--- src/design/ise_pkg.sv ---
// package for the instrument status event hierarchy: selectors, bit positions, used-bit masks
// assumes every includer imports the whole package
package ise_pkg;

    // ==========================================================
    // register selectors for the query/command port
    typedef enum logic [3:0] {
        ISE_SEL_ERR_EVENT  = 4'h0,
        ISE_SEL_ERR_ENABLE = 4'h1,
        ISE_SEL_MEAS_EVENT = 4'h2,
        ISE_SEL_MEAS_ENABLE = 4'h3,
        ISE_SEL_OPER_COND  = 4'h4,
        ISE_SEL_OPER_EVENT = 4'h5,
        ISE_SEL_OPER_ENABLE = 4'h6,
        ISE_SEL_QUES_COND  = 4'h7,
        ISE_SEL_QUES_EVENT = 4'h8,
        ISE_SEL_QUES_ENABLE = 4'h9
    } ise_reg_sel_t;

    // ==========================================================
    // event register groups
    localparam int ISE_NGRP     = 4;
    localparam int ISE_GRP_ERR  = 0;
    localparam int ISE_GRP_MEAS = 1;
    localparam int ISE_GRP_OPER = 2;
    localparam int ISE_GRP_QUES = 3;
    localparam int ISE_DW       = 16;

    // ==========================================================
    // instrument error bits
    localparam int ISE_ERR_PARITY   = 7;
    localparam int ISE_ERR_FRAMING  = 6;
    localparam int ISE_ERR_OVERRUN  = 5;
    localparam int ISE_ERR_LIMORDER = 3;
    localparam int ISE_ERR_SCALING  = 1;

    // measurement event bits
    localparam int ISE_MEAS_LOW    = 7;
    localparam int ISE_MEAS_HIGH   = 6;
    localparam int ISE_MEAS_GO     = 5;
    localparam int ISE_MEAS_CAL    = 3;
    localparam int ISE_MEAS_BLDONE = 2;
    localparam int ISE_MEAS_BLSTOP = 1;
    localparam int ISE_MEAS_DONE   = 0;

    // operation bits
    localparam int ISE_OPER_TRIGWAIT = 5;
    localparam int ISE_OPER_MEASURING = 4;

    // questionable bits
    localparam int ISE_QUES_FIFO  = 14;
    localparam int ISE_QUES_HIGH  = 12;
    localparam int ISE_QUES_LOW   = 11;
    localparam int ISE_QUES_RES   = 9;
    localparam int ISE_QUES_TEMP  = 4;
    localparam int ISE_QUES_CURR  = 1;
    localparam int ISE_QUES_VOLT  = 0;

    // summary positions in the status byte and standard event register
    localparam int ISE_STB_MEAS = 0;
    localparam int ISE_STB_QUES = 3;
    localparam int ISE_STB_OPER = 7;
    localparam int ISE_ESR_ERR  = 3;

    // ==========================================================
    // used-bit masks; unused positions always read zero
    localparam logic [15:0] ISE_USED_ERR  = 16'h00EA;
    localparam logic [15:0] ISE_USED_MEAS = 16'h00EF;
    localparam logic [15:0] ISE_USED_OPER = 16'h0030;
    localparam logic [15:0] ISE_USED_QUES = 16'h5A13;
    localparam logic [15:0] ISE_COND_QUES = 16'h5800;

endpackage : ise_pkg

--- src/design/ise_evt_if.sv ---
// carrier between the top and one event register group
// assumes a single clock domain, all signals sampled on sys_clk
`timescale 1ns/1ps
`default_nettype none

interface ise_evt_if;
    logic [15:0] set;
    logic        read_clr;
    logic        clear_status;
    logic        power_clear;
    logic        mask_wr;
    logic [15:0] mask_data;
    logic [15:0] event_bits;
    logic [15:0] enable;
    logic        summary;

    modport regs (
        input  set,
        input  read_clr,
        input  clear_status,
        input  power_clear,
        input  mask_wr,
        input  mask_data,
        output event_bits,
        output enable,
        output summary
    );

    modport ctrl (
        output set,
        output read_clr,
        output clear_status,
        output power_clear,
        output mask_wr,
        output mask_data,
        input  event_bits,
        input  enable,
        input  summary
    );
endinterface : ise_evt_if

`default_nettype wire

--- src/design/ise_status_top.sv ---
// status reporting hierarchy: error, measurement, operation and questionable registers
// assumes source inputs synchronous to sys_clk; rst is the power-on reset
// Notes on behaviour
// - serial parity, framing, overrun set error bits 7,6,5
// - upper limit below lower sets error bit 3
// - scaling overflow sets error bit 1
// - unused bits always read zero
// - reading error/measurement event returns then clears
// - masked error events drive instrument error summary
// - enable masks survive clear status and instrument clear
// - masks cleared at power-up only if enabled
// - limit low/high/go set measurement bits 7,6,5
// - calibration done bit 3, measurement done bit 0
// - bulk log completion sets bit 2, not abort
// - bulk log stop event sets bit 1
// - masked measurement events drive measurement summary
// - operation condition shows trigger wait and measuring
// - condition reads have no side effect
// - event registers latch changes until read or cleared
// - clear status zeroes all four event registers
// - masked operation events drive operation summary
// - questionable bits 14,12,11: fifo overwrite, high, low
// - overloads set questionable event bits 9,4,1,0
// - overload bits read zero in questionable condition
// - masked questionable events drive questionable summary
// - status byte: bits 0,3,7 carry summaries
// - error summary at standard event bit 3
`timescale 1ns/1ps
`default_nettype none

module ise_status_top
    import ise_pkg::*;
(
    input  wire logic        sys_clk,
    input  wire logic        rst,
    input  wire logic        power_on_clear,
    input  wire logic        clear_status,
    input  wire logic [3:0]  reg_sel,
    input  wire logic        rd_req,
    input  wire logic        wr_req,
    input  wire logic [15:0] wr_data,
    input  wire logic        serial_parity_err,
    input  wire logic        serial_framing_err,
    input  wire logic        serial_overrun_err,
    input  wire logic        limit_order_err,
    input  wire logic        scaling_overflow,
    input  wire logic        limit_active,
    input  wire logic        result_strobe,
    input  wire logic        result_below,
    input  wire logic        result_above,
    input  wire logic        calibration_done,
    input  wire logic        bulk_log_done,
    input  wire logic        bulk_log_abort,
    input  wire logic        bulk_log_stop_event,
    input  wire logic        measurement_done,
    input  wire logic        trigger_waiting,
    input  wire logic        measuring,
    input  wire logic        log_fifo_overwrite,
    input  wire logic        resistance_overload,
    input  wire logic        temperature_overload,
    input  wire logic        current_overload,
    input  wire logic        voltage_overload,
    output logic [15:0]      rd_data,
    output logic             rd_valid,
    output logic             cmd_err,
    output logic             instrument_error_summary,
    output logic             measurement_summary,
    output logic             operation_summary,
    output logic             questionable_summary,
    output logic [7:0]       status_byte_summary,
    output logic [7:0]       std_event_summary
);

    // ==========================================================
    // source edge detection
    localparam int NSRC = 16;
    localparam int S_PAR  = 0;
    localparam int S_FRM  = 1;
    localparam int S_OVR  = 2;
    localparam int S_LIM  = 3;
    localparam int S_SCL  = 4;
    localparam int S_CAL  = 5;
    localparam int S_BLD  = 6;
    localparam int S_BLS  = 7;
    localparam int S_MDN  = 8;
    localparam int S_TRW  = 9;
    localparam int S_MSR  = 10;
    localparam int S_FIFO = 11;
    localparam int S_RES  = 12;
    localparam int S_TMP  = 13;
    localparam int S_CUR  = 14;
    localparam int S_VLT  = 15;

    logic [NSRC-1:0] src_level;
    logic [NSRC-1:0] src_rise;

    always_comb
    begin
        src_level         = '0;
        src_level[S_PAR]  = serial_parity_err;
        src_level[S_FRM]  = serial_framing_err;
        src_level[S_OVR]  = serial_overrun_err;
        src_level[S_LIM]  = limit_order_err;
        src_level[S_SCL]  = scaling_overflow;
        src_level[S_CAL]  = calibration_done;
        src_level[S_BLD]  = bulk_log_done & ~bulk_log_abort;
        src_level[S_BLS]  = bulk_log_stop_event;
        src_level[S_MDN]  = measurement_done;
        src_level[S_TRW]  = trigger_waiting;
        src_level[S_MSR]  = measuring;
        src_level[S_FIFO] = log_fifo_overwrite;
        src_level[S_RES]  = resistance_overload;
        src_level[S_TMP]  = temperature_overload;
        src_level[S_CUR]  = current_overload;
        src_level[S_VLT]  = voltage_overload;
    end

    ise_edge #(
        .W     (NSRC)
    ) u_edge (
        .sys_clk (sys_clk),
        .rst     (rst),
        .level   (src_level),
        .rise    (src_rise)
    );

    // ==========================================================
    // limit verdict and condition registers
    logic        lim_low;
    logic        lim_high;
    logic        lim_go;
    logic        lim_low_q;
    logic        lim_high_q;
    logic        next_lim_low;
    logic        next_lim_high;
    logic [15:0] oper_cond;
    logic [15:0] ques_cond;
    logic [15:0] next_oper_cond;
    logic [15:0] next_ques_cond;

    // verdicts only count while limit calculation is on
    assign lim_low  = result_strobe & limit_active & result_below;
    assign lim_high = result_strobe & limit_active & result_above & ~result_below;
    assign lim_go   = result_strobe & limit_active & ~result_above & ~result_below;

    always_comb
    begin
        next_lim_low  = lim_low_q;
        next_lim_high = lim_high_q;
        if (!limit_active)
        begin
            next_lim_low  = 1'b0;
            next_lim_high = 1'b0;
        end
        else if (result_strobe)
        begin
            next_lim_low  = lim_low;
            next_lim_high = lim_high;
        end
        next_oper_cond = 16'h0000;
        next_oper_cond[ISE_OPER_TRIGWAIT]  = trigger_waiting;
        next_oper_cond[ISE_OPER_MEASURING] = measuring;
        // overload positions stay zero here: overload is event-only
        next_ques_cond = 16'h0000;
        next_ques_cond[ISE_QUES_FIFO] = log_fifo_overwrite;
        next_ques_cond[ISE_QUES_HIGH] = next_lim_high;
        next_ques_cond[ISE_QUES_LOW]  = next_lim_low;
        next_ques_cond = next_ques_cond & ISE_COND_QUES;
    end

    always_ff @(posedge sys_clk)
    begin
        if (rst)
        begin
            lim_low_q  <= 1'b0;
            lim_high_q <= 1'b0;
            oper_cond  <= 16'h0000;
            ques_cond  <= 16'h0000;
        end
        else
        begin
            lim_low_q  <= next_lim_low;
            lim_high_q <= next_lim_high;
            oper_cond  <= next_oper_cond;
            ques_cond  <= next_ques_cond;
        end
    end

    // ==========================================================
    // event sets per group
    ise_evt_if evt [ISE_NGRP] ();

    logic [15:0] set_err;
    logic [15:0] set_meas;
    logic [15:0] set_oper;
    logic [15:0] set_ques;

    always_comb
    begin
        set_err  = 16'h0000;
        set_meas = 16'h0000;
        set_oper = 16'h0000;
        set_ques = 16'h0000;
        set_err[ISE_ERR_PARITY]   = src_rise[S_PAR];
        set_err[ISE_ERR_FRAMING]  = src_rise[S_FRM];
        set_err[ISE_ERR_OVERRUN]  = src_rise[S_OVR];
        set_err[ISE_ERR_LIMORDER] = src_rise[S_LIM];
        set_err[ISE_ERR_SCALING]  = src_rise[S_SCL];
        set_meas[ISE_MEAS_LOW]    = lim_low;
        set_meas[ISE_MEAS_HIGH]   = lim_high;
        set_meas[ISE_MEAS_GO]     = lim_go;
        set_meas[ISE_MEAS_CAL]    = src_rise[S_CAL];
        set_meas[ISE_MEAS_BLDONE] = src_rise[S_BLD];
        set_meas[ISE_MEAS_BLSTOP] = src_rise[S_BLS];
        set_meas[ISE_MEAS_DONE]   = src_rise[S_MDN];
        set_oper[ISE_OPER_TRIGWAIT]  = src_rise[S_TRW];
        set_oper[ISE_OPER_MEASURING] = src_rise[S_MSR];
        set_ques[ISE_QUES_FIFO]   = src_rise[S_FIFO];
        set_ques[ISE_QUES_HIGH]   = lim_high;
        set_ques[ISE_QUES_LOW]    = lim_low;
        set_ques[ISE_QUES_RES]    = src_rise[S_RES];
        set_ques[ISE_QUES_TEMP]   = src_rise[S_TMP];
        set_ques[ISE_QUES_CURR]   = src_rise[S_CUR];
        set_ques[ISE_QUES_VOLT]   = src_rise[S_VLT];
    end

    assign evt[ISE_GRP_ERR].set  = set_err;
    assign evt[ISE_GRP_MEAS].set = set_meas;
    assign evt[ISE_GRP_OPER].set = set_oper;
    assign evt[ISE_GRP_QUES].set = set_ques;

    // ==========================================================
    // command decode
    logic                is_read_sel [ISE_NGRP];
    logic                is_mask_sel [ISE_NGRP];
    logic [15:0]         grp_event   [ISE_NGRP];
    logic [15:0]         grp_enable  [ISE_NGRP];
    logic [ISE_NGRP-1:0] grp_summary;

    localparam logic [3:0]  EV_SEL [ISE_NGRP] = '{ISE_SEL_ERR_EVENT, ISE_SEL_MEAS_EVENT,
                                                   ISE_SEL_OPER_EVENT, ISE_SEL_QUES_EVENT};
    localparam logic [3:0]  EN_SEL [ISE_NGRP] = '{ISE_SEL_ERR_ENABLE, ISE_SEL_MEAS_ENABLE,
                                                   ISE_SEL_OPER_ENABLE, ISE_SEL_QUES_ENABLE};
    localparam logic [15:0] USED   [ISE_NGRP] = '{ISE_USED_ERR, ISE_USED_MEAS,
                                                   ISE_USED_OPER, ISE_USED_QUES};

    genvar g;
    generate
        for (g = 0; g < ISE_NGRP; g++)
        begin : g_grp
            assign is_read_sel[g]        = rd_req && (reg_sel == EV_SEL[g]);
            assign is_mask_sel[g]        = wr_req && (reg_sel == EN_SEL[g]);
            assign evt[g].read_clr       = is_read_sel[g];
            assign evt[g].clear_status   = clear_status;
            assign evt[g].power_clear    = power_on_clear;
            assign evt[g].mask_wr        = is_mask_sel[g];
            assign evt[g].mask_data      = wr_data;
            assign grp_event[g]          = evt[g].event_bits;
            assign grp_enable[g]         = evt[g].enable;
            assign grp_summary[g]        = evt[g].summary;

            ise_event_reg #(
                .USED (USED[g])
            ) u_evt (
                .sys_clk (sys_clk),
                .rst     (rst),
                .bus     (evt[g])
            );
        end
    endgenerate

    // ==========================================================
    // query answers and summaries
    logic [15:0] next_rd_data;
    logic        next_rd_valid;
    logic        next_cmd_err;
    logic [7:0]  next_stb;
    logic [7:0]  next_esr;

    always_comb
    begin
        next_rd_data  = 16'h0000;
        next_rd_valid = rd_req;
        next_cmd_err  = 1'b0;
        // condition reads only sample; nothing is cleared
        case (reg_sel)
            ISE_SEL_ERR_EVENT:   next_rd_data = grp_event[ISE_GRP_ERR];
            ISE_SEL_ERR_ENABLE:  next_rd_data = grp_enable[ISE_GRP_ERR];
            ISE_SEL_MEAS_EVENT:  next_rd_data = grp_event[ISE_GRP_MEAS];
            ISE_SEL_MEAS_ENABLE: next_rd_data = grp_enable[ISE_GRP_MEAS];
            ISE_SEL_OPER_COND:   next_rd_data = oper_cond;
            ISE_SEL_OPER_EVENT:  next_rd_data = grp_event[ISE_GRP_OPER];
            ISE_SEL_OPER_ENABLE: next_rd_data = grp_enable[ISE_GRP_OPER];
            ISE_SEL_QUES_COND:   next_rd_data = ques_cond;
            ISE_SEL_QUES_EVENT:  next_rd_data = grp_event[ISE_GRP_QUES];
            ISE_SEL_QUES_ENABLE: next_rd_data = grp_enable[ISE_GRP_QUES];
            default:
            begin
                next_rd_data = 16'h0000;
                next_cmd_err = rd_req;
            end
        endcase
        if (!rd_req)
            next_rd_data = rd_data;
        // a write is only legal to an enable mask
        if (wr_req && (is_mask_sel[ISE_GRP_ERR] | is_mask_sel[ISE_GRP_MEAS] |
                       is_mask_sel[ISE_GRP_OPER] | is_mask_sel[ISE_GRP_QUES]) == 1'b0)
            next_cmd_err = 1'b1;
        if (rd_req && wr_req)
            next_cmd_err = 1'b1;
        next_stb = 8'h00;
        next_stb[ISE_STB_MEAS] = grp_summary[ISE_GRP_MEAS];
        next_stb[ISE_STB_QUES] = grp_summary[ISE_GRP_QUES];
        next_stb[ISE_STB_OPER] = grp_summary[ISE_GRP_OPER];
        next_esr = 8'h00;
        next_esr[ISE_ESR_ERR]  = grp_summary[ISE_GRP_ERR];
    end

    always_ff @(posedge sys_clk)
    begin
        if (rst)
        begin
            rd_data                  <= 16'h0000;
            rd_valid                 <= 1'b0;
            cmd_err                  <= 1'b0;
            instrument_error_summary <= 1'b0;
            measurement_summary      <= 1'b0;
            operation_summary        <= 1'b0;
            questionable_summary     <= 1'b0;
            status_byte_summary      <= 8'h00;
            std_event_summary        <= 8'h00;
        end
        else
        begin
            rd_data                  <= next_rd_data;
            rd_valid                 <= next_rd_valid;
            cmd_err                  <= next_cmd_err;
            instrument_error_summary <= grp_summary[ISE_GRP_ERR];
            measurement_summary      <= grp_summary[ISE_GRP_MEAS];
            operation_summary        <= grp_summary[ISE_GRP_OPER];
            questionable_summary     <= grp_summary[ISE_GRP_QUES];
            status_byte_summary      <= next_stb;
            std_event_summary        <= next_esr;
        end
    end
endmodule : ise_status_top

`default_nettype wire

--- src/design/ise_edge.sv ---
// rising-edge detector for a vector of source conditions
// assumes sources are synchronous to sys_clk
`timescale 1ns/1ps
`default_nettype none

module ise_edge
    import ise_pkg::*;
#(
    parameter int W = 16
)(
    input  wire logic         sys_clk,
    input  wire logic         rst,
    input  wire logic [W-1:0] level,
    output logic [W-1:0]      rise
);
    logic [W-1:0] prev;
    logic [W-1:0] next_prev;

    // ==========================================================
    // edge logic
    genvar g;
    generate
        for (g = 0; g < W; g++)
        begin : g_bit
            assign rise[g]      = level[g] & ~prev[g];
            assign next_prev[g] = level[g];
        end
    endgenerate

    always_ff @(posedge sys_clk)
    begin
        if (rst)
            prev <= '0;
        else
            prev <= next_prev;
    end
endmodule : ise_edge

`default_nettype wire

--- src/design/ise_event_reg.sv ---
// one event register with its enable mask and summary
// assumes rst marks power-up and power_clear carries the power-on clear setting
`timescale 1ns/1ps
`default_nettype none

module ise_event_reg
    import ise_pkg::*;
#(
    parameter logic [15:0] USED = 16'hFFFF
)(
    input  wire logic sys_clk,
    input  wire logic rst,
    ise_evt_if.regs   bus
);
    logic [15:0] event_q;
    logic [15:0] enable_q;
    logic [15:0] next_event;
    logic [15:0] next_enable;

    // ==========================================================
    // next values
    always_comb
    begin
        next_event  = event_q;
        next_enable = enable_q;
        if (bus.read_clr || bus.clear_status)
            next_event = '0;
        // set wins over a coinciding clear
        next_event = (next_event | bus.set) & USED;
        // clear status leaves the mask alone
        if (bus.mask_wr)
            next_enable = bus.mask_data & USED;
        if (rst)
            next_enable = bus.power_clear ? 16'h0000 : enable_q;
    end

    always_ff @(posedge sys_clk)
    begin
        if (rst)
            event_q <= '0;
        else
            event_q <= next_event;
        enable_q <= next_enable;
    end

    assign bus.event_bits = event_q;
    assign bus.enable     = enable_q;
    assign bus.summary    = |(event_q & enable_q);
endmodule : ise_event_reg

`default_nettype wire

--- config.mk ---
export PLATFORM = sky130hd
export DESIGN_NAME = ise_status_top
export DESIGN_NICKNAME = d
export VERILOG_FILES = /design/src/design/ise_pkg.sv /design/src/design/ise_evt_if.sv /design/src/design/ise_status_top.sv /design/src/design/ise_edge.sv /design/src/design/ise_event_reg.sv
export SDC_FILE = /design/constraint.sdc
export NUM_CORES = 1
export LEC_CHECK = 0
export BUFFER_PORTS_ARGS = -buffer_cell sky130_fd_sc_hd__buf_4
export CAP_MARGIN = 20
export CORE_MARGIN = 1
export CORE_UTILIZATION = 47
export CTS_CLUSTER_DIAMETER = 200
export DETAILED_ROUTE_END_ITERATION = 8
export PLACE_DENSITY = 0.76
export SETUP_SLACK_MARGIN = 0.02
export SLEW_MARGIN = 30
export SYNTH_ARGS = -nofsm -noshare
export SYNTH_HDL_FRONTEND = slang
export SYNTH_SLANG_ARGS = --single-unit
export TNS_END_PERCENT = 50
--- constraint.sdc ---
create_clock -name sys_clk -period 1.9 [get_ports sys_clk]
set_input_delay 0.38 -clock sys_clk [delete_from_list [all_inputs] [get_ports sys_clk]]
set_output_delay 0.38 -clock sys_clk [all_outputs]
set_load 0.01 [all_outputs]
==> out/metrics.cfg, run 1 <==
[yosys]
synth_top_area_share = 0.352
ys_seq_area_frac = 0.547
synth_area_leader_cell = dfxtp_1
synth_edf_count = 21
netlist_area_um2 = 3240
yosys-mux-area-fraction = 0.0564
synth-adder-area-share = 0
synth_top_cells_by_area = dfxtp_1 35%, edfxtp_1 19%, nor2b_1 7.1%
synthDistinctLibCells = 40
synth_xor_area_frac = 0
ys_warn_count = 0
ys_async_sr_fraction = 0
synth-compound-area-share = 0.149
yosys.area_share.simple = 0.161
synthCells = 309
synth_ff_type = dfxtp_1
synth_seq_cells = 78
avgSynthCellArea_um2 = 10.5
synth_top_family_by_area = simple AND/OR/NAND/NOR gates

[sta]
slew_viol_final = 0
relSlewSlack = 0.488
fin_ws_ps = 503
fin_hold_ws_ps = 226
worstMarginPinSlew_ps = 764
rsz0062_at_grt = no
period_share = 0.735
worst_clock_skew_ps = 4.86
tns_ps = 0
fmax_mhz = 716
setup_violations = 0
fin_crit_ps = 1400
hold_violations = 0

[cells_and_area]
syn_to_final_growth_pct = 20.9
drive_gt1_frac = 0.253
layout.nets = 421
diodes = 0
fill_cells = 562
seq_area_um2 = 1770
multi_input_area_um2 = 1260

[critical_path]
cp_cell_sequence = buf_4, or3b_1, o21ai_0, buf_4
setup.worst_path.class = primary input to flop
cp.arrival_ps = 1470
slowest_stage = or3b_1
crit_family = simple AND/OR/NAND/NOR gates
start_kind = primary input
required_ps = 1970
cp_max_fo = 15
path_common_cell = buf_4
crit_path_max_incr_delay_ps = 430
path_buf_inv = 2
worst_setup_path_end_kind = flop

[floorplanning]
die_h_um = 85.0
start_util = 0.499
core_um2 = 6490
dieArea_um2 = 7230
fp.dieW_um = 85.0
io_pins = 85
rows = 29

[clock_tree]
cts_setup_buffers = 0
clock_latency_ps = 340
htree_levels = 3
cts_hold_buffers = 0
cts_buffer_depth = 2
ctsResizeCount = 0
tritoncts.num_buffers = 9
cts_tree = done
clk_pin_slew_worst_paths_ps = 80
cts_sinks = 78
root_buffer = clkbuf_8

[placement]
dp_hpwl_mm = 5.16
place.gp.congestion = 0.896
pre_cts_slack_ps = 154
io_buffers = 64

[global_routing]
grt_pass1_wl_mm = 11.1
grt_usage = 0.205
overflow = 0
grt_max_degree = 31
grt_pass1_vias = 2290
antenna_found_initial = 0

[power]
p_leak_nw = 1.60
vdd_ir_drop_max_v = 0.000547
power_density_nw_per_um2 = 878
finalPower_mw = 3.44

[drt]
viasPerCell = 5.43
ant_nets = 0
vias = 2476
firstDrtPassIters = 6
routed_wl_mm = 6.96
wl_per_cell_um = 15.3
route.detailed.drc = 0
drt_iter0_drc = 234

[outcome]
status = finished clean

[flow_run]
max_cap_violations = 0

[hold_path]
hold_class = primary input to flop

metal layers:
metal,global-route usage,share of wire
met1,0.274,0.44
met2,0.315,0.45
met3,0.0399,0.074
met4,0.111,0.030
met5,0,0
worst register-to-register path, cell delays in order, from the launching register on:
cell      delay [ps]
edfxtp_1         390
mux4_2           490
nor2_1           100
nor3_1            50
a22o_1           220
path summary, 6_finish.rpt:
path,from,to,slack [ps],cells past startpoint
setup / recovery,reg_sel[1],g_grp[3].u_evt.bus.enable[12]$_SDFFCE_PP0P_,500,4
hold / removal,bulk_log_abort,u_edge.prev[6]$_SDFF_PP0_,230,2
setup reg to reg,g_grp[2].u_evt.bus.enable[5]$_SDFFCE_PP0P_,rd_data[5]$_SDFFE_PP0P_,540,4
hold reg to reg,rd_data[9]$_SDFFE_PP0P_,rd_data[9]$_SDFFE_PP0P_,460,2
area by class of cell:
type | count | share of cell area
Clock buffer | 13 | 0.0435
Sequential cell | 78 | 0.453
Multi-Input combinational cell | 198 | 0.321
Inverter | 13 | 0.0125
Timing Repair Buffer | 74 | 0.142
Tap cell | 77 | 0.0246
Clock inverter | 3 | 0.00415
power breakdown:
group          switching [mW]  leakage [nW]  internal [mW]
sequential             0.0594         0.655           1.81
clock                   0.566        0.0989          0.587
combinational           0.208         0.851          0.206
total                   0.833          1.60           2.60
sequential cells by signal, indices dropped and copies added, names as in the netlist:
name,flops
u_edge.prev,15
ques_cond,2
cmd_err,1
rd_valid,1
std_event_summary,1
status_byte_summary,2
rd_data,12
g_grp.u_evt.bus.event_bits,21
operation_summary,1
g_grp.u_evt.bus.enable,21
oper_cond,1
cells by family (layout without fill, tap and decap cells):
| family | Yosys count | count (layout) |
|---|---|---|
| other | 1 | 16 |
| AOI/OAI and AO/OA | 69 | 69 |
| DFF | 78 | 78 |
| muxes | 13 | 13 |
| buffers and inverters | 48 | 103 |
| and+or+nand+nor | 100 | 100 |
synth_stat cells, types with 2 or more instances:
master     n
dfxtp_1   57
nor2b_1   37
a21oi_1   24
buf_4     22
edfxtp_1  21
nor2_1    21
nand2_1   19
inv_1     13
nand3_1   10
a22o_1     8
clkbuf_1   7
mux2i_1    7
a22oi_1    6
a222oi_1   5
o21ai_0    5
a32o_1     4
buf_2      4
mux4_2     4
nor3_1     4
a211oi_1   3
a31oi_1    3
nand3b_1   3
a311oi_1   2
mux2_2     2
nor3b_1    2
o31ai_1    2
metrics by stage:
step | instance area [um^2] | cells | util
3_3_place_gp | 3730 | 440 | 0.574
3_5_place_dp | 3730 | 440 | 0.574
6_report | 3920 | 456 | 0.603
5_1_grt | 3920 | 456 | 0.603
4_1_cts | 3920 | 456 | 0.603
2_1_floorplan | 3300 | 324 | -
cells in the final DEF, fill, tap and decap left out, types with 4 or more instances in the layout:
cell type,instances
a22o_1,8
conb_1,16
a21oi_1,24
buf_4,74
mux2i_1,7
nand3_1,10
nor2b_1,37
edfxtp_1,21
o21ai_0,5
a32o_1,4
inv_1,13
clkbuf_8,10
a22oi_1,6
nor3_1,4
nor2_1,21
mux4_2,4
nand2_1,19
a222oi_1,5
dfxtp_1,57
Power figures use the tool's default switching activity.
==> inputs of run 2 (changes only) <==
Clock period 1.9 ns to 1.22 ns, I/O delays scaled along.
==> out/metrics.cfg, run 2 (synthesis gave the netlist of run 1 again) <==
[drt]
drt-met1-wl_mm = 3.29
highest_layer = met4
wl_met3_um = 579
viasPerCell = 5.50
vias = 2682
dr_wl_met2_mm = 3.80
route.detailed.drc = 0
drt_iter0_drc = 173
firstDrtPassIters = 5
routed_wl_mm = 7.89
ant_nets = 0
wl_per_cell_um = 16.2

[sta]
rsz0062_at_grt = yes
fin_ws_ps = -92.6
worst_clock_skew_ps = 10.5
setup_violations = 4
slew_viol_final = 0
period_share = 1.08
fmax_mhz = 762
hold_violations = 0
fin_crit_ps = 1310
tns_ps = -127

[placement]
dp_hpwl_mm = 5.86
io_buffers = 64
dpl_cell_area_um2 = 3990
place.gp.congestion = 0.857

[floorplanning]
die_h_um = 85.0
start_util = 0.499
rows = 29
io_pins = 85
fp.dieW_um = 85.0
core_um2 = 6490
dieArea_um2 = 7230

[global_routing]
antenna_found_initial = 0
overflow = 0
grt_pass1_wl_mm = 12.6
grt_max_degree = 21
grt_pass1_vias = 2605
grt_usage = 0.232

[cells_and_area]
seq_area_um2 = 1770
layout_commonest_cell = buf_4
post-route-util = 0.654
drive_gt1_frac = 0.336
finalInstanceArea_um2 = 4250
layout.nets = 453
fill_cells = 497
syn_to_final_growth_pct = 31.1
multi_input_area_um2 = 1330
diodes = 0
layout_common_cells = 105 x buf_4, 57 x dfxtp_1, 37 x nor2b_1

[clock_tree]
cts_hold_buffers = 0
root_buffer = clkbuf_8
clock_latency_ps = 350
cts_tree = done
htree_levels = 3
cts_sinks = 78
tritoncts.num_buffers = 9
clk_pin_slew_worst_paths_ps = 80
cts_buffer_depth = 2

[critical_path]
setup.worst_path.class = flop to flop
cp_max_fo = 2
worst_setup_path_end_kind = flop
start_kind = flop
required_ps = 1480
cp.arrival_ps = 1570

[outcome]
violations = negative setup slack
status = finished with violations

[hold_path]
hold_class = primary input to flop

[power]
p_leak_nw = 1.78
finalPower_mw = 5.58
vdd_ir_drop_max_v = 0.000987
power_density_nw_per_um2 = 1310

[flow_run]
max_cap_violations = 0

-- run 2: changes by cell type in the layout (fill, tap and decap cells not counted), sizes merged --
cell | previous run | this run
bufinv | 0 | 1
buf | 74 | 106
inv | 14 | 15
clkbuf | 13 | 11
-- run 2: path summary, 6_finish.rpt --
| check | startpoint | end | slack, ps | depth (start not counted) |
|---|---|---|---|---|
| setup / recovery | g_grp[2].u_evt.bus.enable[5]$_SDFFCE_PP0P_ | rd_data[5]$_SDFFE_PP0P_ | -90 | 4 |
| setup reg to reg | g_grp[2].u_evt.bus.enable[5]$_SDFFCE_PP0P_ | rd_data[5]$_SDFFE_PP0P_ | -90 | 4 |
| hold reg to reg | rd_data[4]$_SDFFE_PP0P_ | rd_data[4]$_SDFFE_PP0P_ | 460 | 2 |
| hold / removal | bulk_log_abort | u_edge.prev[6]$_SDFF_PP0_ | 70 | 2 |
-- run 2: critical path, cell delays in order, from the launching register on --
cell	delay, ps
edfxtp_1	390
mux4_2	480
nor2_2	90
nor3_1	50
a22o_1	200
-- run 2: routing by layer --
layer | vias to the layer above | global-route usage
li1 | 1265 | -
met1 | 1272 | 0.285
met2 | 131 | 0.382
met3 | 14 | 0.0623
met4 | 0 | 0.103
met5 | - | 0
-- run 2: metrics by stage --
stage	instances	setup slack, ps	hold slack, ps
3_3_place_gp	468	-307	430
3_5_place_dp	468	-329	430
4_1_cts	486	-102	65.4
2_1_floorplan	324	-151	333
5_1_grt	488	-145	61.9
6_report	488	-92.6	74.0
-- run 2: layout make-up --
type                       count  share of cell area
clock buffer                  11              0.0309
clock inverter                 5              0.0136
inverter                      13              0.0115
multi-input combinational    198               0.314
sequential                    78               0.417
tap                           77              0.0227
timing repair buffer         106               0.190
-- run 2: where the power goes --
| part | switching, mW | internal [mW] | total, mW |
|---|---|---|---|
| Sequential | 0.0972 | 2.82 | 2.92 |
| Clock | 0.934 | 0.952 | 1.89 |
| Combinational | 0.374 | 0.402 | 0.776 |
-- run 2: repair_timing --
item                                    4_1_cts  5_1_grt
resized for setup                             6        4
pin swaps                                     6        1
buffers inserted                              2        2
endpoints found under the setup margin        5       11
